===== src/common/smt_pkg.sv =====
/*
 * Constants and types of the sixteen-bit multimode timer channel:
 * register offsets, control field positions, reset values, modes.
 * Assumes a 32-bit APB with byte addresses, one register per word.
 */
package smt_pkg;

    // Register byte offsets
    localparam logic [7:0] SMT_OFS_CTRL  = 8'h00;
    localparam logic [7:0] SMT_OFS_TIMER = 8'h04;
    localparam logic [7:0] SMT_OFS_STAT  = 8'h08;

    // Control register field positions
    localparam int SMT_CTL_RUN     = 0;   // Run enable
    localparam int SMT_CTL_MODE    = 1;   // Two bits, operating mode
    localparam int SMT_CTL_SRC     = 3;   // Two bits, internal count source
    localparam int SMT_CTL_GATE    = 5;   // Two bits, gate select
    localparam int SMT_CTL_PULSE   = 7;   // Pulse output enable
    localparam int SMT_CTL_EVSRC   = 8;   // Two bits, event source
    localparam int SMT_CTL_FREERUN = 10;  // Free-run type
    localparam int SMT_CTL_TWOPH   = 11;  // Two-phase processing
    localparam int SMT_CTL_UP      = 12;  // Up/down flag, 1 counts up
    localparam int SMT_CTL_DIRPIN  = 13;  // Direction taken from output pin
    localparam int SMT_CTL_PWM8    = 14;  // 8-bit variable-period PWM
    localparam int SMT_CTL_TRIG    = 15;  // Two bits, start trigger
    localparam int SMT_CTL_SWTRIG  = 17;  // Write-only software trigger
    localparam int SMT_CTL_WIDTH   = 17;  // Stored control bits

    // Status register field positions
    localparam int SMT_ST_IRQ    = 0;     // Interrupt request, write 1 clears
    localparam int SMT_ST_OUT    = 1;     // Output pin level
    localparam int SMT_ST_ACTIVE = 2;     // One-shot or PWM running

    // Reset values and prescaler figures
    localparam logic [15:0] SMT_TIMER_RST = 16'h0000;
    localparam logic [15:0] SMT_CNT_MAX   = 16'hFFFF;
    localparam logic [15:0] SMT_PWM16_TOP = 16'hFFFE;
    localparam logic [4:0]  SMT_PRE_RST   = 5'h00;
    localparam logic [2:0]  SMT_DIV8_LAST = 3'h7;
    localparam logic [4:0]  SMT_DIV32_LAST = 5'h1F;

    typedef enum logic [1:0] {SMT_MODE_TIMER, SMT_MODE_EVENT,
                              SMT_MODE_ONESHOT, SMT_MODE_PWM} smt_mode_t;
    typedef enum logic [1:0] {SMT_SRC_DIV1, SMT_SRC_DIV8,
                              SMT_SRC_DIV32, SMT_SRC_SUB32} smt_src_t;
    typedef enum logic [1:0] {SMT_GATE_OFF, SMT_GATE_RSVD,
                              SMT_GATE_LOW, SMT_GATE_HIGH} smt_gate_t;
    typedef enum logic [1:0] {SMT_EV_FALL, SMT_EV_RISE,
                              SMT_EV_OVF, SMT_EV_OVF2} smt_evsrc_t;
    typedef enum logic [1:0] {SMT_TRIG_SW, SMT_TRIG_PIN,
                              SMT_TRIG_OVF, SMT_TRIG_OVF2} smt_trig_t;

    // Whole state of the channel
    typedef struct packed {
        logic [SMT_CTL_WIDTH-1:0] ctrl;     // Stored control bits
        logic [15:0]              counter;  // Live count
        logic [15:0]              reload;   // Reload value
        logic                     irq;      // Sticky request
        logic                     outLvl;   // Output pin level
        logic                     active;   // One-shot or PWM running
        logic                     prevIn;   // Input pin, last cycle
        logic [4:0]               preMain;  // Main clock prescaler
        logic [4:0]               preSub;   // Secondary clock prescaler
        logic [31:0]              rdata;    // Read data
    } smt_state_t;

endpackage


===== src/rtl/smt_timer.sv =====
/*
 * Sixteen-bit multimode timer channel with an APB register slave.
 * Assumes pins and the secondary clock tick are synchronous to sys_clk;
 * the secondary clock arrives as a one-cycle enable pulse.
 */
// Local design decisions: the address map and the APB interface to the registers.
// What this block does
// Sixteen-bit counter and sixteen-bit reload value
// One of four modes at a time
// Timer mode counts internal source, toggle or gate
// Gated counting only at selected input level
// Event mode counts pin pulses or overflows
// Free-run type skips reload on wrap
// Two-phase input sets count direction
// One-shot starts on selected trigger, stops at zero
// PWM repeats pulses, 16-bit or 8-bit period
// Source is main divided 1/8/32 or sub/32
// Timer ratio is value plus one, 8-bit PWM period is low byte plus one
// Event ratio value+1 down, FFFF-value+1 up
// One-shot ratio equals programmed value
// Ratio reached raises request, pin toggles
// Timer read returns live count, 16-bit
// Write while running sets reload only
// Software sets port direction to input
// Output pin is input in event mode
// Run flag set counts down per tick
// Underflow reloads, continues, sets request bit
// Run flag cleared freezes the counter
// High gate counts while pin high only
// Pulse output low when run cleared
// Direction change acts from next edge
// Request bit sticky until cleared
`timescale 1ns/1ps
module smt_timer
    import smt_pkg::*;
(
    input  wire logic        sys_clk,       // 25 MHz clock
    input  wire logic        arst_n,        // Asynchronous reset, active low
    input  wire logic        psel,          // APB select
    input  wire logic        penable,       // APB access phase
    input  wire logic        pwrite,        // APB write
    input  wire logic [7:0]  paddr,         // APB byte address
    input  wire logic [31:0] pwdata,        // APB write data
    input  wire logic [3:0]  pstrb,         // APB byte strobes
    output logic      [31:0] prdata,        // APB read data
    output logic             pready,        // APB ready
    output logic             pslverr,       // APB error
    input  wire logic        subClkTick,    // Secondary clock enable pulse
    input  wire logic        otherOvf,      // Overflow of another timer
    input  wire logic        irqAck,        // Interrupt acknowledge pulse
    input  wire logic        timerInputPin, // Timer input pin
    input  wire logic        tmrOutPinIn,   // Output pin, input side
    output logic             tmrOutPinOut,  // Output pin, driven level
    output logic             tmrOutPinOeN,  // Output pin enable, low drives
    output logic             irqReq         // Interrupt request bit
);

    smt_state_t st;          // Registered state
    smt_state_t next_st;     // Next state
    smt_mode_t  mode;        // Decoded mode
    smt_src_t   src;         // Decoded count source
    smt_gate_t  gate;        // Decoded gate select
    smt_evsrc_t evSrc;       // Decoded event source
    smt_trig_t  trig;        // Decoded start trigger
    logic       run;         // Run flag
    logic       pulseEn;     // Pulse output enable
    logic       intTick;     // Internal count source tick
    logic       evTick;      // Event count tick
    logic       countUp;     // Event direction
    logic       gateOk;      // Gate lets counting through
    logic       startTrig;   // One-shot or PWM trigger
    logic       inFall;      // Input pin falling edge
    logic       inRise;      // Input pin rising edge
    logic       apbAcc;      // APB access phase
    logic       wrCtrl;      // Control write
    logic       wrTimer;     // Accepted timer write
    logic       wrStat;      // Status write
    logic       badAddr;     // Unmapped address
    logic       badStrb;     // Timer write not 16 bits wide
    logic       irqEvt;      // Overflow or underflow this cycle
    logic [15:0] pwmTop;     // Last phase of PWM period

    // PWM level for a given phase
    function automatic logic pwmLevel(input logic [15:0] ph, input logic [15:0] rl,
                                      input logic w8);
        if (w8) begin
            return ph[7:0] < rl[15:8];
        end
        return ph < rl;
    endfunction

    // Field decode of control register
    always_comb begin
        run     = st.ctrl[SMT_CTL_RUN];
        mode    = smt_mode_t'(st.ctrl[SMT_CTL_MODE +: 2]);
        src     = smt_src_t'(st.ctrl[SMT_CTL_SRC +: 2]);
        gate    = smt_gate_t'(st.ctrl[SMT_CTL_GATE +: 2]);
        evSrc   = smt_evsrc_t'(st.ctrl[SMT_CTL_EVSRC +: 2]);
        trig    = smt_trig_t'(st.ctrl[SMT_CTL_TRIG +: 2]);
        pulseEn = st.ctrl[SMT_CTL_PULSE];
    end

    // Bus decode; the slave never inserts wait states
    assign apbAcc  = psel && penable;
    assign badAddr = !(paddr == SMT_OFS_CTRL || paddr == SMT_OFS_TIMER
                       || paddr == SMT_OFS_STAT);
    // Byte-wide timer writes would tear the count, so they are refused
    assign badStrb = pwrite && paddr == SMT_OFS_TIMER && pstrb[1:0] != 2'b11;
    assign wrCtrl  = apbAcc && pwrite && paddr == SMT_OFS_CTRL;
    assign wrTimer = apbAcc && pwrite && paddr == SMT_OFS_TIMER && !badStrb;
    assign wrStat  = apbAcc && pwrite && paddr == SMT_OFS_STAT;
    assign pready  = 1'b1;
    assign pslverr = apbAcc && (badAddr || badStrb);
    assign prdata  = st.rdata;

    // Edges of the input pin
    assign inFall = st.prevIn && !timerInputPin;
    assign inRise = !st.prevIn && timerInputPin;

    // Internal count source from the prescalers
    always_comb begin
        unique case (src)
            SMT_SRC_DIV1:  intTick = 1'b1;
            SMT_SRC_DIV8:  intTick = st.preMain[2:0] == SMT_DIV8_LAST;
            SMT_SRC_DIV32: intTick = st.preMain == SMT_DIV32_LAST;
            SMT_SRC_SUB32: intTick = subClkTick && st.preSub == SMT_DIV32_LAST;
        endcase
    end

    // Event source and direction; direction is sampled per edge
    always_comb begin
        if (st.ctrl[SMT_CTL_TWOPH]) begin
            evTick  = inRise;
            countUp = tmrOutPinIn;
        end else begin
            unique case (evSrc)
                SMT_EV_FALL: evTick = inFall;
                SMT_EV_RISE: evTick = inRise;
                default:     evTick = otherOvf;
            endcase
            // Read at the tick itself, so a change acts from the next edge
            countUp = st.ctrl[SMT_CTL_DIRPIN] ? tmrOutPinIn
                                              : st.ctrl[SMT_CTL_UP];
        end
    end

    // Gate check for timer mode
    always_comb begin
        unique case (gate)
            SMT_GATE_LOW:  gateOk = !timerInputPin;
            SMT_GATE_HIGH: gateOk = timerInputPin;
            default:       gateOk = 1'b1;
        endcase
    end

    // Start trigger for one-shot and PWM
    always_comb begin
        unique case (trig)
            SMT_TRIG_SW:  startTrig = wrCtrl && pwdata[SMT_CTL_SWTRIG];
            SMT_TRIG_PIN: startTrig = inFall;
            default:      startTrig = otherOvf;
        endcase
    end

    // PWM period end: fixed in 16-bit mode, low byte in 8-bit mode
    assign pwmTop = st.ctrl[SMT_CTL_PWM8] ? {8'h00, st.reload[7:0]} : SMT_PWM16_TOP;

    // Next-state logic of the whole channel
    always_comb begin
        next_st = st;
        irqEvt  = 1'b0;
        next_st.prevIn  = timerInputPin;
        next_st.preMain = st.preMain + 5'h01;
        if (subClkTick) begin
            next_st.preSub = st.preSub + 5'h01;
        end
        if (run) begin
            unique case (mode)
                SMT_MODE_TIMER: begin
                    // Down count; ratio is value plus one
                    if (intTick && gateOk) begin
                        if (st.counter == 16'h0000) begin
                            next_st.counter = st.reload;
                            irqEvt = 1'b1;
                            if (pulseEn) begin
                                next_st.outLvl = !st.outLvl;
                            end
                        end else begin
                            next_st.counter = st.counter - 16'h0001;
                        end
                    end
                end
                SMT_MODE_EVENT: begin
                    if (evTick && countUp) begin
                        // Up count overflows after FFFF minus value plus one
                        if (st.counter == SMT_CNT_MAX) begin
                            next_st.counter = st.ctrl[SMT_CTL_FREERUN]
                                              ? 16'h0000 : st.reload;
                            irqEvt = 1'b1;
                        end else begin
                            next_st.counter = st.counter + 16'h0001;
                        end
                    end else if (evTick) begin
                        if (st.counter == 16'h0000) begin
                            next_st.counter = st.ctrl[SMT_CTL_FREERUN]
                                              ? SMT_CNT_MAX : st.reload;
                            irqEvt = 1'b1;
                        end else begin
                            next_st.counter = st.counter - 16'h0001;
                        end
                    end
                end
                SMT_MODE_ONESHOT: begin
                    if (startTrig && !st.active) begin
                        next_st.active  = 1'b1;
                        next_st.counter = st.reload;
                        next_st.outLvl  = pulseEn;
                    end else if (st.active && intTick) begin
                        // Ends after the programmed count of ticks, after one tick for a value of zero
                        if (st.counter <= 16'h0001) begin
                            next_st.active  = 1'b0;
                            next_st.counter = 16'h0000;
                            next_st.outLvl  = 1'b0;
                            irqEvt = 1'b1;
                        end else begin
                            next_st.counter = st.counter - 16'h0001;
                        end
                    end
                end
                SMT_MODE_PWM: begin
                    if (startTrig && !st.active) begin
                        next_st.active  = 1'b1;
                        next_st.counter = 16'h0000;
                        next_st.outLvl  = pwmLevel(16'h0000, st.reload,
                                                   st.ctrl[SMT_CTL_PWM8]);
                    end else if (st.active && intTick) begin
                        // Period of top plus one ticks
                        if (st.counter == pwmTop) begin
                            next_st.counter = 16'h0000;
                            irqEvt = 1'b1;
                        end else begin
                            next_st.counter = st.counter + 16'h0001;
                        end
                        next_st.outLvl = pwmLevel(next_st.counter, st.reload,
                                                  st.ctrl[SMT_CTL_PWM8]);
                    end
                end
            endcase
        end
        // Register writes
        if (wrCtrl) begin
            next_st.ctrl = pwdata[SMT_CTL_WIDTH-1:0];
        end
        if (wrTimer) begin
            next_st.reload = pwdata[15:0];
            if (!run) begin
                next_st.counter = pwdata[15:0];
            end
        end
        // Stopping freezes the count and drops the output
        if (!next_st.ctrl[SMT_CTL_RUN]) begin
            next_st.outLvl = 1'b0;
            next_st.active = 1'b0;
        end
        // Set wins over a clear in the same cycle
        if ((wrStat && pwdata[SMT_ST_IRQ]) || irqAck) begin
            next_st.irq = 1'b0;
        end
        if (irqEvt) begin
            next_st.irq = 1'b1;
        end
        // Read data captured in the setup phase
        if (psel && !penable && !pwrite) begin
            next_st.rdata = 32'h0000_0000;
            if (paddr == SMT_OFS_CTRL) begin
                next_st.rdata[SMT_CTL_WIDTH-1:0] = st.ctrl;
            end else if (paddr == SMT_OFS_TIMER) begin
                next_st.rdata[15:0] = st.counter;
            end else if (paddr == SMT_OFS_STAT) begin
                next_st.rdata[SMT_ST_IRQ]    = st.irq;
                next_st.rdata[SMT_ST_OUT]    = st.outLvl;
                next_st.rdata[SMT_ST_ACTIVE] = st.active;
            end
        end
    end

    // State register
    always_ff @(posedge sys_clk or negedge arst_n) begin
        if (!arst_n) begin
            st <= '{ctrl: '0, counter: SMT_TIMER_RST, reload: SMT_TIMER_RST,
                    irq: 1'b0, outLvl: 1'b0, active: 1'b0, prevIn: 1'b0,
                    preMain: SMT_PRE_RST, preSub: SMT_PRE_RST, rdata: '0};
        end else begin
            st <= next_st;
        end
    end

    // Pin and request outputs; the pin turns input in event mode
    assign tmrOutPinOut = st.outLvl;
    assign tmrOutPinOeN = !(mode != SMT_MODE_EVENT
                            && (pulseEn || mode == SMT_MODE_PWM));
    assign irqReq       = st.irq;
endmodule


===== config.mk =====
export PLATFORM = sky130hd
export DESIGN_NAME = smt_timer
export DESIGN_NICKNAME = d
export VERILOG_FILES = /design/src/common/smt_pkg.sv /design/src/rtl/smt_timer.sv
export SDC_FILE = /design/constraint.sdc
export NUM_CORES = 1
export LEC_CHECK = 0
export ABC_AREA = 1
export BUFFER_PORTS_ARGS = -buffer_cell sky130_fd_sc_hd__buf_2
export CORE_AREA = 3 3 123 125
export CTS_CLUSTER_DIAMETER = 80
export DETAILED_ROUTE_END_ITERATION = 12
export DIE_AREA = 0 0 126 128
export GPL_TIMING_DRIVEN = 0
export MAX_ROUTING_LAYER = met4
export PLACE_DENSITY = 0.7
export REMOVE_ABC_BUFFERS = 1
export SETUP_SLACK_MARGIN = 0.3
export SYNTH_ARGS = -nofsm -noshare
export SYNTH_HDL_FRONTEND = slang
export SYNTH_SLANG_ARGS = --single-unit

===== constraint.sdc =====
create_clock -name sys_clk -period 7.6 [get_ports sys_clk]
set_input_delay 0.38 -clock sys_clk [delete_from_list [all_inputs] [get_ports sys_clk]]
set_output_delay 0.38 -clock sys_clk [all_outputs]
set_load 0.02 [all_outputs]

Word level (Yosys, flattened, before mapping)
Cells that the tools add are included.

Add/sub/neg operators: 4. Multiply operators: 0. Div/mod/pow operators: 0. Magnitude comparators: 5. Equal/unequal tests: 29. Shift-type cells: 0. Multiplexer cells: 76. Bitwise gates (word level): 0. Reductions and logical operators: 44.

Operators by type and width (count): 16-bit 2-to-1 mux (22); 16-bit case mux with 4 select lines (1); 1-bit 2-to-1 mux (37); 32-bit 2-to-1 mux (1); 1-bit logical AND (21); 16-bit by 1-bit adder with 16-bit output (second input constant) (1); 16-bit == test (1); 16-bit == test (second input constant) (1); 16-bit by 1-bit <= comparator with 1-bit output (second input constant) (1); 16-bit logical NOT (1); 1-bit by 16-bit < comparator with 1-bit output (first input constant) (1); 16-bit < comparator (1); 16-bit by 1-bit subtractor with 16-bit output (second input constant) (1); 13-bit 2-to-1 mux (1); 2-bit == test (second input constant) (6); 3-bit != test (second input constant) (4); 4-bit != test (second input constant) (3); 5-bit by 1-bit adder with 5-bit output (second input constant) (2); 5-bit == test (second input constant) (2); 2-bit 2-to-1 mux (5); 1-bit logical NOT (9); 2-bit by 1-bit == test with 1-bit output (second input constant) (4); 8-bit by 3-bit == test with 1-bit output (second input constant) (1); 8-bit by 4-bit == test with 1-bit output (second input constant) (1); 17 further kinds (30).

Flip-flop bits (word level): 80. Bits in latches: 0. RAM bits: 0. Memory bits (read-only): 0. Output and inout port bits: 37. Memories: 0.

Logic depth before layout (Yosys ltp)
Gate-level depths: netlist of run 1.

Depth in word-level cells: 17. Gate-level depth with buffers: 26. Mapped depth without buffers: 24.

Least setup slack after synthesis of run 1
Ideal clock, no wire load.

Path type: register to register. Start point: register st[62] (netlist name). End point: register st, in the netlist tmrOutPinOut. Data arrival time: 2.628 ns. Setup slack: 4.907 ns. Stages on the path, launching flop included: 23. Buffers on the path: 1. Path through: dfrtp_1 -> buf_6 -> inv_2 -> nor3_4 -> nand4_2 -> nor2_2 -> nand2_2 -> nor2_2 -> xor2_1 -> nand2_1 -> inv_1 -> ha_1 -> a21oi_1 -> o21ai_0 -> nand3_1 -> a21oi_1 -> a2111oi_0 -> nand2_1 -> nand2_1 -> nand2_1 -> nand2_1 -> nand2_1 -> nand2_1.

Longest elaborated chain between the ends: 14.

Ends and longest elaborated chain: from (decl) (RTL line smt_timer.sv:58) `smt_state_t st;`; from (signal assigned) (RTL line smt_timer.sv:290) `st <= '{ctrl: '0, counter: SMT_TIMER_RST, reload: SMT_TIMER_RST,`; from (signal assigned) (RTL line smt_timer.sv:294) `st <= next_st;`; 16-bit by 1-bit adder with 16-bit output / 16-bit == test (equally long branches) (RTL line smt_timer.sv:242, smt_timer.sv:238); 16-bit 2-to-1 mux (RTL line smt_timer.sv:238) `if (st.counter == pwmTop) begin`; 16-bit 2-to-1 mux (RTL line smt_timer.sv:236) `end else if (st.active && intTick) begin`; 16-bit 2-to-1 mux (RTL line smt_timer.sv:231) `if (startTrig && !st.active) begin`; 16-bit 2-to-1 mux (RTL line smt_timer.sv:178) `unique case (mode)`; 16-bit 2-to-1 mux (RTL line smt_timer.sv:177) `if (run) begin`; 8-bit < comparator (RTL line smt_timer.sv:87) `return ph[7:0] < rl[15:8];`; 1-bit 2-to-1 mux (RTL line smt_timer.sv:86) `if (w8) begin`; 1-bit 2-to-1 mux (RTL line smt_timer.sv:89) `return ph < rl;`; 1-bit 2-to-1 mux (RTL line smt_timer.sv:236); 1-bit 2-to-1 mux (RTL line smt_timer.sv:231); 1-bit case mux with 3 select lines (RTL line smt_timer.sv:178); 2-bit 2-to-1 mux (RTL line smt_timer.sv:177); 2-bit 2-to-1 mux (RTL line smt_timer.sv:261) `if (!next_st.ctrl[SMT_CTL_RUN]) begin`.

Parallel ways exist; a longest one is shown, timed or not. The select of a mux whose other input is x is not followed. A chain may end at the register's enable or synchronous reset.

Worst setup path after layout of run 1
Start point: register st[92] (netlist name). End point: register st, in the netlist tmrOutPinOut.

Longest elaborated chain between the ends: 15.

Ends and longest elaborated chain: 16-bit 2-to-1 mux (RTL line smt_timer.sv:166) `assign pwmTop = st.ctrl[SMT_CTL_PWM8] ? {8'h00, st.reload[7:0]} : SMT_PWM16_TOP;`; 16-bit == test (RTL line smt_timer.sv:238); 16-bit 2-to-1 mux (RTL line smt_timer.sv:238); 16-bit 2-to-1 mux (RTL line smt_timer.sv:236); 16-bit 2-to-1 mux (RTL line smt_timer.sv:231); 16-bit 2-to-1 mux (RTL line smt_timer.sv:178); 16-bit 2-to-1 mux (RTL line smt_timer.sv:177); 8-bit < comparator (RTL line smt_timer.sv:87); 1-bit 2-to-1 mux (RTL line smt_timer.sv:86); 1-bit 2-to-1 mux (RTL line smt_timer.sv:89); 1-bit 2-to-1 mux (RTL line smt_timer.sv:236); 1-bit 2-to-1 mux (*) (RTL line smt_timer.sv:231); 1-bit case mux with 3 select lines (*) (RTL line smt_timer.sv:178); 2-bit 2-to-1 mux (*) (RTL line smt_timer.sv:177); 2-bit 2-to-1 mux (*) (RTL line smt_timer.sv:261).

Mark *: on every way between the ends. The rest lies on a longest branch, timed or not. The select of a mux whose other input is x is not followed.

==> results list, run 1 <==
- Part of the Yosys area used for sequential elements: 0.2835
- Critical path launch point type: flop
- In the global route stage, overall resource usage came out at 0.2916.
- Number of iterations in the first detailed-routing pass: 5
* Width of the chip: 126 um
- The die is 128 um tall.
- Worst Hold Class: in2reg
* Max-slew violation total from the final report: 0
- At the end of the flow, the number of nets in the layout was 1,114.
* Worst slew pin tran: around 1.3 ns
- The routed layout has about 7,300 vias.
- Detail Route Antenna Nets: 0
* Half-perimeter wire length of the detailed placement result: about 16 mm
- CP Cell Sequence: inv_2 > o21ai_0 > nand3_1 > nor2_1 > nand3_2 > nand3_1 > inv_1 > ha_1 > nand2_1 > o21ai_0 > nand3_1 > a21oi_1 > a2111oi_0 > nand2_1 > nand2_1 > nand2_1 > nand2_1 > nand2_1 > nand2_1
- Headroom to the max-slew limit came out at 0.1566.
* Wire length per cell: 18.85 um
- Between clock sinks in the finished design, the worst skew comes to between 0.004 and 0.005 ns.
- For this configuration, the core starts out at a cell density of 0.5047.
* Total setup buffers inserted after CTS: 0
- The die covers 0.01613 mm^2.
* Combinational family with the most area after synthesis: simple AND/OR/NAND/NOR gates
- The congestion estimate from routability-driven global placement came to 1.013.
* Worst path arrival time: about 4.3 ns
* Skew-Pair Late Insertion Delay: 0.35 ns
- The first global-routing pass estimated 36.25 mm of wire.
* Yosys warning count: 0
- EDFF count, synth: 0
- Kind of critical path: reg2reg
- Top cell type's share of synthesized area: 0.2835
* Min cycle time layout: 4.040 ns
- Number of port buffers: 58
- Count of standard-cell rows: 43
- Number of diodes added for antenna fixing: 0
- The run finished with clean final reports.
* Count of cells resized by post-cts repair: 0
* Async set or reset register ratio after synthesis: 1.000
- Final hold violation count: 0
- Summing every instance area after synthesis gives 0.007061 mm^2.
- Across the run, the number of max-cap violations was 0.
- Clock transition at the registers of the reported paths: 0.06 ns
* Critical path data required time: 7.89 ns
* Peak supply drop: between 0.00015 and 0.0002 V
- LEAKAGE: 0.003659 uW
- In this run the count of I/O pins placed on the die edge is 91.
- Proportion of synthesized area in mux cells: 0.003190
- Worst Setup End Kind: flop
- Post-synthesis cell type count: 52
- Synthesized-area fraction occupied by xor and xnor cells: 0.03225
- Synthesis produced a netlist whose cell count is 1,030.
- The number of hold buffers added after CTS was 1.
* Area inside the core boundary: 0.01399 mm^2
- Compound-gate portion of the synthesized area: 0.2240
- For this design the ratio of total power to cell area is a little under 300 mW/mm^2.
- The clock passes through at most 2 buffers.
- After the flow finishes, the layout carries non-filler instances totaling between 1,000 and 1,500.
- Adding up every negative setup slack in the final design gives 0 ns.
- Most used DFF post-synth: sky130_fd_sc_hd__dfrtp_1
* Worst hold-check slack: 0.1751 ns
- Cell type with the highest occurrence count on the critical path: sky130_fd_sc_hd__nand2_1
- Tcrit/Tclk final: 0.5316
- Dividing the synthesized area by the synthesized cell count gives 6.855 um^2.
- Most frequently used cell type in the post-synthesis netlist: sky130_fd_sc_hd__nand2_1
- TritonCTS created 9 clock buffers.
- Setup violations remaining at the end of the flow were counted as 0.
* Layout Area Growth over Synthesis: 5.618%
* Leading area contributor after synthesis: sky130_fd_sc_hd__dfrtp_1
- H-Tree Level Count: 3
- Top cells by instance count after synthesis: sky130_fd_sc_hd__nand2_1, sky130_fd_sc_hd__inv_1, sky130_fd_sc_hd__o21ai_0
- Unrepaired setup endpoints after global routing: no
- Clock sink total: 80
- Post-DR vias/cell: 5.956
- The final layout contains routed wiring with a total length of 22.96 mm.
* Adder-cell area share of the yosys netlist: 0.04785
- The initial antenna violation count was 0.
* Drt drc: 0
- Top cells by area, synth: sky130_fd_sc_hd__dfrtp_1, sky130_fd_sc_hd__nand2_1, sky130_fd_sc_hd__o21ai_0
* Total overflow reported by the global router: 0
- In this run, synthesis produced a sequential element count of 80.
* CTS root buf: sky130_fd_sc_hd__clkbuf_16
* CTS tree: done
- In this design, the stage delay of the slowest critical-path cell is 0.94 ns.
* Total Power Consumption: 2160 uW
* Top achievable clock speed: 247.5 MHz
* Share of the core filled with cells: 0.5331
* Largest fanout on the critical path: 21
- CP max-delay cell: sky130_fd_sc_hd__dfrtp_1
* Via count of the first global-routing pass: 6,795
* DP Cell Count: 1,201
* Number of DRC markers in iteration 0: 824
- Largest net degree at the start of global routing: 58
* Setup slack, reg-to-reg: 3.56 ns
* Simple-gate portion of the synthesized area: 0.2646
* Layout cell share with drive strength beyond 1: 0.1262
==> per-layer routing <==
| layer | track usage | vias to the layer above | routed length, um |
|---|---|---|---|
| li1 | - | 3406 | - |
| met1 | 0.3716 | 3395 | 9490 |
| met2 | 0.4401 | 377 | 10320 |
| met3 | 0.05500 | 77 | 2035 |
| met4 | 0.1577 | 0 | 1115 |
| met5 | - | - | 0 |
==> layout by cell type (no fill, tap or decap), types with 3 or more instances in the layout <==
cell                         instances
sky130_fd_sc_hd__clkbuf_16           9
sky130_fd_sc_hd__o21ai_1            27
sky130_fd_sc_hd__a21oi_1            48
sky130_fd_sc_hd__nor2_1             85
sky130_fd_sc_hd__o221ai_1            7
sky130_fd_sc_hd__buf_2              57
sky130_fd_sc_hd__nor3_4              3
sky130_fd_sc_hd__inv_2              18
sky130_fd_sc_hd__inv_1             106
sky130_fd_sc_hd__nor2_4              3
sky130_fd_sc_hd__ha_1               27
sky130_fd_sc_hd__xor2_1             24
sky130_fd_sc_hd__o21bai_1            5
sky130_fd_sc_hd__nor3_2              3
sky130_fd_sc_hd__nor3_1              6
sky130_fd_sc_hd__o2111ai_1          11
sky130_fd_sc_hd__dfrtp_1            80
sky130_fd_sc_hd__nand4_1             9
sky130_fd_sc_hd__conb_1             16
sky130_fd_sc_hd__a31oi_1             6
sky130_fd_sc_hd__nand3_2             8
sky130_fd_sc_hd__nor2_2              5
sky130_fd_sc_hd__nand3_1            49
sky130_fd_sc_hd__clkinvlp_4          3
sky130_fd_sc_hd__a211oi_1            4
sky130_fd_sc_hd__clkinv_2            3
sky130_fd_sc_hd__a221oi_1           11
sky130_fd_sc_hd__nand2_1           230
sky130_fd_sc_hd__o21ai_0            95
sky130_fd_sc_hd__nand2_2             5
sky130_fd_sc_hd__o22ai_1            12
sky130_fd_sc_hd__o211ai_1           29
==> sequential cells by signal (all words and copies together), names as in the netlist <==
| register | flops |
|---|---|
| src | 2 |
| pulseEn | 1 |
| run | 1 |
| prdata | 17 |
| irqReq | 1 |
| tmrOutPinOut | 1 |
| st | 51 |
| gate | 2 |
| evSrc | 2 |
| mode | 2 |
==> layout make-up <==
class | count | area (um^2)
sequential | 80 | 2002
clock buffer | 10 | 229.0
inverter | 128 | 483.0
tap | 180 | 225.2
clock inverter | 6 | 45.04
timing repair buffer | 62 | 369.1
fill | 1387 | 6531
multi-input combinational | 752 | 4104
==> where the power goes <==
group / leakage [uW] / internal, uW / switching [uW] / total [uW]
clock: 0.000125 / 222 / 185 / 407
sequential: 0.000895 / 492 / 146 / 638
combinational: 0.00264 / 360 / 754 / 1110
total: 0.00366 / 1070 / 1090 / 2160
==> metrics by stage <==
stage	setup slack, ns	instance area, um^2
after floorplan	4.617	6583
after global placement	2.962	7098
after detailed placement	3.687	7173
after CTS	3.650	7457
after global routing	3.420	7457
final	3.560	7457
==> logic make-up after synthesis <==
kind of cell	count (synthesis)
DFF	80
AOI/OAI and AO/OA	264
buffers and inverters	212
adders and majority gates	27
xor gates and xnor gates	26
and+or+nand+nor	417
other	2
muxes	2
==> critical path: cells and delay by family, from the launching register on <==
kind                       cells  cell delay [ns]
DFF                            1             0.94
and+or+nand+nor               12             1.62
buffers and inverters          2             0.38
adders and majority gates      1             0.27
AOI/OAI and AO/OA              4             0.75
==> worst paths after layout <==
kind | from | depth (start not counted) | to
min | timerInputPin | 1 | st[42]
min in group asynchronous | arst_n | 2 | st[60]
max | st[92] | 19 | tmrOutPinOut
max in group asynchronous | arst_n | 3 | gate[0]
max reg2reg | st[92] | 19 | tmrOutPinOut
min reg2reg | st[37] | 1 | st[37]
Note: power is estimated with default switching activity, not from simulation.
==> inputs of run 2 (changes only) <==
- ABC_AREA: 1 -> 0
- CORE_AREA: 3 3 123 125 -> 3 3 127 129
- DIE_AREA: 0 0 126 128 -> 0 0 130 132
- PLACE_DENSITY: 0.7 -> 0.72
- clock period: 7.6 -> 3.3 ns (I/O delays scaled with it)
==> run 2 against run 1 <==
Against the previous run: combinational power about the same; largest power group is now registers; cell count shrank 2.9%; count of clock-buffer cells in the layout down 1; final area increased by 18%; via count increased by 12%; register-to-register slack worse by 3.8 ns; sequential share of layout area fell by 3.5 points; synthesized cell count down 5.3%; non-clock buffer count up 48; fmax is 13% higher; the run now ends with negative setup slack left; die area grew 6.4%.
==> results list, run 2 <==
* Die area: approximately 0.017 mm^2
* Placer Congestion: 0.9946
- Via count of the first global-routing pass: 7,675
* Setup slack, reg-to-reg: -0.27 ns
- Overall global routing resource usage: 0.3466
- Number of port buffers: between 50 and 60
- Of the total power, the clock network draws 0.302.
* LEAKAGE: 0.003589 uW
- Width of the chip: 130 um
- The tightest min-delay check is of the in2reg type.
- Worst Setup End Kind: flop
* Number of failing setup endpoints in the final timing report: 1
* Total length of routed wires: 29.52 mm
- After detailed routing, the number of remaining DRC violations is 0.
- Async set or reset register ratio after synthesis: 1.000
- Yosys instantiated no cell more often than sky130_fd_sc_hd__nand2_1.
- The library cells used most frequently in the layout, excluding fill and tap cells, are sky130_fd_sc_hd__nand2_1, sky130_fd_sc_hd__a21oi_1, sky130_fd_sc_hd__o21ai_0.
- Counting flops per register, the top entry is st.
- The internal portion of the total power is 2156 uW.
- The routed design could run at a clock period as short as 3.568 ns.
* CP Depth: 16
- Power density normalized to cell area: 397.5 mW/mm^2
- The area growth from synthesis to layout is 16.53%.
* Half-perimeter wire length of the detailed placement result: 19.18 mm
* Worst path arrival time: around 3.8 ns
- Wire length per cell: 24.95 um
* Final hold violation count: 0
- CP top delay family: simple AND/OR/NAND/NOR gates
* Synthesized instance count: 975
- CTS saw 80 sinks.
* Peak supply drop: 0.0003196 V
* Clock transition at the registers of the reported paths: 0.06 ns
* Part of the Yosys area used for sequential elements: 0.2655
* Layout Cell Area excl Fill: 0.008787 mm^2
- RR Startpoint: st[62]
- The final reports fail on negative setup slack.
* Top cell type's share of synthesized area: 0.2655
- Skew-Pair Late Insertion Delay: 0.37 ns
- The mapped netlist covers about 0.0075 mm^2.
- Number of fill cells: ~1,400
- R2r endpoint: tmrOutPinOut
- The register with the most flip-flops in the layout has 51 of them.
* EDFF count, synth: 0
- Entering global routing, the biggest net connects 43 pins.
- The share of total power dissipated in combinational logic is 0.321.
- Tcrit/Tclk final: 1.081
- The total overflow left after global routing is 0.
- Setup slack on the critical path of the routed design comes to -0.2680 ns.
* Leading area contributor after synthesis: sky130_fd_sc_hd__dfrtp_1
- Layout cell share with drive strength beyond 1: 0.2452
- In the post-synthesis netlist, the biggest area contributors are sky130_fd_sc_hd__dfrtp_1, sky130_fd_sc_hd__a21oi_1, sky130_fd_sc_hd__o21ai_0.
- Result of the run: complete, but fails checks
* CTS root buf: sky130_fd_sc_hd__clkbuf_16
* Overall via count from detail_route: 8,154
- Global-route wire length before repair: 44.51 mm
- Number of iterations in the first detailed-routing pass: 6
- Net load switching power: between 1000 and 1500 uW
* CP Cell Sequence: buf_6 > or4_4 > nor2_4 > o32ai_4 > nor3_4 > buf_4 > buf_6 > nor2b_4 > ha_1 > and4_1 > a211o_1 > a21o_1 > a311oi_2 > a311oi_2 > o31ai_4 > a32o_1
- Measured along the y axis, the die boundary spans 132 um.
- Number of buffers created by CTS: 9
- Of all nets on the critical path, the largest fanout is 4.
- STA classifies the critical path startpoint as a flop.
- The number of buffers and inverters on the critical path is 3.
- The total count of max-transition violations in the final report is 0.
- Unrepaired setup endpoints after global routing: yes
* Count of standard-cell rows: 45
* Critical path data required time: 3.55 ns
- Across the run, the number of max-cap violations was 0.
- 0 antenna diodes ended up in the layout.
- Derived from the worst setup path, the maximum achievable clock frequency is 280.3 MHz.
- Number of DRC markers in iteration 0: around 1,100
* Most used DFF post-synth: sky130_fd_sc_hd__dfrtp_1
- Number of top-level design ports: 91
- Of the total power, the share spent switching nets is 0.3827.
- Total power for the finished layout comes to approximately 3500 uW.
- Yosys warning count: 0
- Yosys reg bits: 80
* Worst rel slew slack: 0.07202
* Fraction of power consumed by sequential logic: 0.377
* Post-DR vias/cell: 6.893
- Dividing the synthesized area by the synthesized cell count gives 7.734 um^2.
- The slowest stage of the critical path is the sky130_fd_sc_hd__or4_4 cell.
- Cell area after placement: 0.007620 mm^2
- Initial antenna violation count: 0
* Startpoint of the lowest-slack hold path: timerInputPin
- The longest clock path from root to sink contains 2 buffers.
* Initial Util: 0.4979
- Post-synthesis cell type count: 79
- Fin nets: 1,071
* Slowest cell delay on critical path: 0.54 ns
- The region available for standard cell placement spans 0.01515 mm^2.
- Leading cell type in the layout, fill and taps excluded: sky130_fd_sc_hd__nand2_1
- CTS tree: done
- The H-tree generated during clock tree synthesis spans 3 levels.
- Worst Hold Path Cells: 1
- Hold Path End: st[42]
- Kind of critical path: reg2reg
- Detail Route Antenna Nets: 0
* Max Clock Skew: 0.01331 ns
- For the pin with the worst max-slew slack, the measured transition is 1.383 ns.
- After synthesis, the most frequently instantiated cells are sky130_fd_sc_hd__nand2_1, sky130_fd_sc_hd__a21oi_1, sky130_fd_sc_hd__dfrtp_1.
- Counting cells, the worst reg-to-reg path comes to 16.
-- run 2: cell count changes after synthesis, moves of 20 or more --
| cell | delta |
|---|---|
| sky130_fd_sc_hd__nand2_1 | -144 |
| sky130_fd_sc_hd__inv_1 | -69 |
| sky130_fd_sc_hd__clkbuf_1 | +37 |
| sky130_fd_sc_hd__a21oi_1 | +32 |
| sky130_fd_sc_hd__nand3_1 | -27 |
| sky130_fd_sc_hd__o21ai_1 | -26 |
| sky130_fd_sc_hd__a22oi_1 | +20 |
| sky130_fd_sc_hd__nor2_1 | -20 |
-- run 2: repair_timing --
item | in CTS | in global routing
endpoints found under the setup margin | 18 | 17
gates cloned | 2 | 0
pin swaps | 19 | 20
hold endpoints to repair | 38 | 0
setup buffers | 36 | 7
hold buffers | 1 | 0
gates resized for setup | 68 | 48
-- run 2: worst register-to-register path, cell delays in order, from the launching register on --
cell and delay, ns:
sky130_fd_sc_hd__dfrtp_2 0.41, sky130_fd_sc_hd__buf_6 0.13, sky130_fd_sc_hd__or4_4 0.54, sky130_fd_sc_hd__nor2_4 0.12, sky130_fd_sc_hd__o32ai_4 0.11, sky130_fd_sc_hd__nor3_4 0.27
sky130_fd_sc_hd__buf_4 0.16, sky130_fd_sc_hd__buf_6 0.12, sky130_fd_sc_hd__nor2b_4 0.06, sky130_fd_sc_hd__ha_1 0.26, sky130_fd_sc_hd__and4_1 0.24, sky130_fd_sc_hd__a211o_1 0.13
sky130_fd_sc_hd__a21o_1 0.11, sky130_fd_sc_hd__a311oi_2 0.05, sky130_fd_sc_hd__a311oi_2 0.34, sky130_fd_sc_hd__o31ai_4 0.16, sky130_fd_sc_hd__a32o_1 0.24
-- run 2: stage by stage --
| step | setup WS [ns] | utilization | setup TNS [ns] | hold WS [ns] | std cells |
|---|---|---|---|---|---|
| finish | -0.2680 | 0.5802 | -0.2680 | 0.01783 | 1183 |
| global route | -0.3468 | 0.5802 | -0.3468 | 0.007949 | 1183 |
| CTS | -0.2826 | 0.5608 | -0.2826 | 0.006121 | 1175 |
| detailed placement | -1.105 | 0.5031 | -5.508 | 0.1809 | 1120 |
| global placement | -2.278 | 0.4948 | -32.22 | 0.3750 | 1115 |
| floorplan | -0.5262 | - | -2.519 | -0.1306 | 869 |
-- run 2: layout make-up --
cell class,count,area (um^2),area share
multi-input combinational,752,5220,0.5940
timing repair buffer,110,834.6,0.09497
clock buffer,9,225.2,0.02563
sequential,80,2049,0.2332
inverter,37,142.6,0.01623
clock inverter,7,80.08,0.009113
tap,188,235.2,0.02677
-- run 2: routing by layer --
metal  up-vias  part of all wire  track usage
met3       170              0.11      0.08549
met5         -                 0            -
met1      3795              0.39       0.4380
met4         0             0.069       0.1980
li1       3597                 -            -
met2       592              0.43       0.5014
-- run 2: power groups by stage --
| stage | Combinational, uW | Clock, uW | Sequential [uW] |
|---|---|---|---|
| finish | 1120 | 1060 | 1320 |
| global route | 1210 | 1110 | 1330 |
| CTS | 1040 | 1070 | 1300 |
| detailed placement | 850 | 0 | 1360 |
| global placement | 831 | 0 | 1350 |
| floorplan | 576 | 0 | 1300 |
-- run 2: how the worst max path moves through the flow --
| stage | to | slack (ns) | startpoint |
|---|---|---|---|
| finish | tmrOutPinOut | -0.27 | st[62] |
| global route | tmrOutPinOut | -0.35 | st[62] |
| CTS | tmrOutPinOut | -0.28 | st[62] |
| detailed placement | tmrOutPinOut | -1.11 | st[70] |
| global placement | st[71] | -2.28 | st[32] |
| floorplan | tmrOutPinOut | -0.53 | st[64] |
-- run 2: cells by family after synthesis --
logic type,synth area share
AO/OA/AOI/OAI,0.2900
flip-flops,0.2655
multiplexers,0.03484
other,0.0009959
buffers and inverters,0.1014
AND/OR/NAND/NOR,0.2250
XOR/XNOR,0.03484
adder cells (fa/ha/maj),0.04745
==> inputs of run 3 (changes only) <==
- SETUP_SLACK_MARGIN: 0.3 -> 0.02
==> run 3 against run 2 <==
Against the previous run: largest cell class unchanged; the run ends with max-capacitance violations, max-slew violations, negative setup slack left; critical endpoint unchanged; combinational power barely moved; setup slack improved by 0.066 ns; count of clock-buffer cells in the layout did not move.
==> results list, run 3 (synthesized netlist as in run 2, its figures left out) <==
- Result of the run: complete, but fails checks
- Failing checks: max-capacitance violations, max-slew violations, negative setup slack
- Total overflow reported by the global router: 0
* LEAKAGE: 0.003553 uW
- Counting instances, the worst hold path has a depth of 1.
- Critical path data required time: around 3.6 ns
- CTS root buf: sky130_fd_sc_hd__clkbuf_16
* Global-route wire length before repair: between 40 and 50 mm
- Half-perimeter wire length of the detailed placement result: 19.18 mm
- The floorplan step defined a die boundary enclosing 0.01716 mm^2.
- Initial Util: 0.4979
* Layout Area Growth over Synthesis: 15.25%
* H-Tree Level Count: 3
- Worst hold-check slack: 0.02113 ns
- CP max-delay cell: sky130_fd_sc_hd__or4_4
* Layout cell share with drive strength beyond 1: 0.2392
* Via count of the first global-routing pass: 7,653
- Number of DRC markers in iteration 0: 1,139
- Worst path arrival time: 3.75 ns
* Largest fanout on the critical path: 4
- Portion of total power attributed to the clock network: 0.302
- Headroom to the max-slew limit came out at -0.05505.
- Before antenna repair, the detailed router went through 6 iterations.
* Total Negative Setup Slacks: -0.2021 ns
* Number of diodes added for antenna fixing: 0
- Entering global routing, the biggest net connects 43 pins.
* Worst slew pin tran: 1.577 ns
* Final hold violation count: 0
- In this run the remaining antenna-violating nets after routing total 0.
* Tcrit/Tclk final: 1.061
* CP Cell Sequence: buf_6 > or4_4 > nor2_4 > o32ai_4 > nor3_4 > buf_6 > nor2b_4 > ha_1 > and4_1 > a211o_1 > a21o_1 > a311oi_2 > a311oi_2 > o31ai_4 > a32o_1
- Wire length per cell: 25.13 um
- The clock reaches the later pin of the worst-skew pair after 0.36 ns.
* CP top delay family: simple AND/OR/NAND/NOR gates
- Buffers and inverters on the worst path: 2
- Port buffering added 58 buffers.
- Worst Setup End Kind: flop
* Max-slew violation total from the final report: 22
- Routability-driven placement finished with a final weighted congestion of 0.9946.
- In this design, the stage delay of the slowest critical-path cell is roughly 0.54 ns.
- Worst-case clock buffer depth: 2
- Width of the chip: 130 um
- In this run, CTS created clock tree buffers numbering 9.
* Post-layout worst setup margin: -0.2021 ns
- IR analysis of the VDD net gives a maximum drop of 0.0003213 V.
- By startpoint and endpoint, the worst setup path is classified as reg2reg.
- Across the routed clock network, the largest skew measured is between 0.01 and 0.015 ns.
- Top achievable clock speed: between 200 and 300 MHz
- The share of total power dissipated in sequential elements is 0.376.
- Worst Hold Class: in2reg
* Count of standard-cell rows: 45
* Overall via count from detail_route: 8,246
- Unrepaired setup endpoints after global routing: yes
* Initial antenna violation count: 0
- Min cycle time layout: 3.502 ns
- In this run the count of I/O pins placed on the die edge is a little over 90.
- The floorplan step defined a core boundary enclosing 0.01515 mm^2.
- Share of total power in combinational logic: 0.322
- Critical path launch point type: flop
- Fin nets: 1,071
- The analysis attributes to net switching a power of 1344 uW.
- TritonCTS built the clock tree.
- Number of flip-flops in the largest register: ~50
- Number of failing setup endpoints in the final timing report: 1
* CP Depth: 15
* Overall global routing resource usage: 0.3460
* Die Y: roughly 130 um
- Number of fill cells: around 1,400
- In the layout the commonest cells are sky130_fd_sc_hd__nand2_1, sky130_fd_sc_hd__a21oi_1, sky130_fd_sc_hd__o21ai_0.
* Max cap viols: 2
- Of the total power, the share spent switching nets is 0.3840.
* Post-DR vias/cell: 6.970
- Summed over all layers, the routed wires come to 29.73 mm.
- Power density normalized to cell area: 402.8 mW/mm^2
* Register with the most flip-flops: st
- Clock transition at the registers of the reported paths: 0.06 ns
- The number of cells on the worst reg-to-reg path is 15.
- Leading cell type in the layout, fill and taps excluded: sky130_fd_sc_hd__nand2_1
- Drt drc: 0
* Int Power: 2157 uW
- Clock tree synthesis found a total of 80 sinks.
-- run 3: path summary, 6_finish.rpt --
| check | startpoint | end | slack, ns |
|---|---|---|---|
| setup / recovery | st[62] | tmrOutPinOut | -0.20 |
| hold / removal | timerInputPin | st[42] | 0.02 |
| setup reg to reg | st[62] | tmrOutPinOut | -0.20 |
| hold reg to reg | st[37] | st[37] | 0.46 |
| max in group asynchronous | arst_n | st[67] | 2.35 |
| min in group asynchronous | arst_n | st[92] | 0.31 |
-- run 3: power by group through the flow --
stage / clock network [uW] / registers (uW) / logic (uW)
2_1_floorplan: 0 / 1300 / 576
6_report: 1060 / 1310 / 1130
3_3_place_gp: 0 / 1350 / 831
4_1_cts: 1070 / 1300 / 1030
5_1_grt: 1110 / 1330 / 1210
3_5_place_dp: 0 / 1360 / 850
-- run 3: final cells by class --
class / instances / area, um^2 / area share
multi-input combinational: 752 / 5176 / 0.5956
sequential: 80 / 2049 / 0.2358
timing repair buffer: 110 / 782.0 / 0.08998
tap: 188 / 235.2 / 0.02707
clock buffer: 9 / 225.2 / 0.02591
inverter: 37 / 142.6 / 0.01641
clock inverter: 7 / 80.08 / 0.009214
-- run 3: repair_timing --
item                                    CTS  global route
pin swaps                                17            26
gates resized for setup                  53            48
endpoints found under the setup margin   17            17
hold buffers                              1             0
cloned                                    2             0
endpoints found under the hold margin    38             0
setup buffers                            32            15
-- run 3: metrics by stage --
step                      std cells  total power [uW]    util  cell area [um^2]  setup WS, ns
after floorplan                 869              1876       -              6968       -0.5262
final                          1183              3501  0.5738              8691       -0.2021
after detailed placement       1120              2208  0.5031              7620        -1.105
after global routing           1183              3649  0.5738              8691       -0.2790
after CTS                      1171              3393  0.5551              8408       -0.2826
after global placement         1115              2185  0.4948              7493        -2.278
-- run 3: layer usage --
metal,track usage,vias up,routed length [um]
met5,-,-,0
met4,0.2027,0,2174
met3,0.08144,170,3198
met2,0.4911,604,12670
met1,0.4460,3882,11690
li1,-,3590,-
-- run 3: worst register-to-register path: cells and delay by family (launching register included) --
| family | cells | cell delay (ns) |
|---|---|---|
| compound gates | 7 | 1.16 |
| fa+ha+maj | 1 | 0.26 |
| buf+inv | 2 | 0.31 |
| flops | 1 | 0.41 |
| simple gates | 5 | 1.24 |
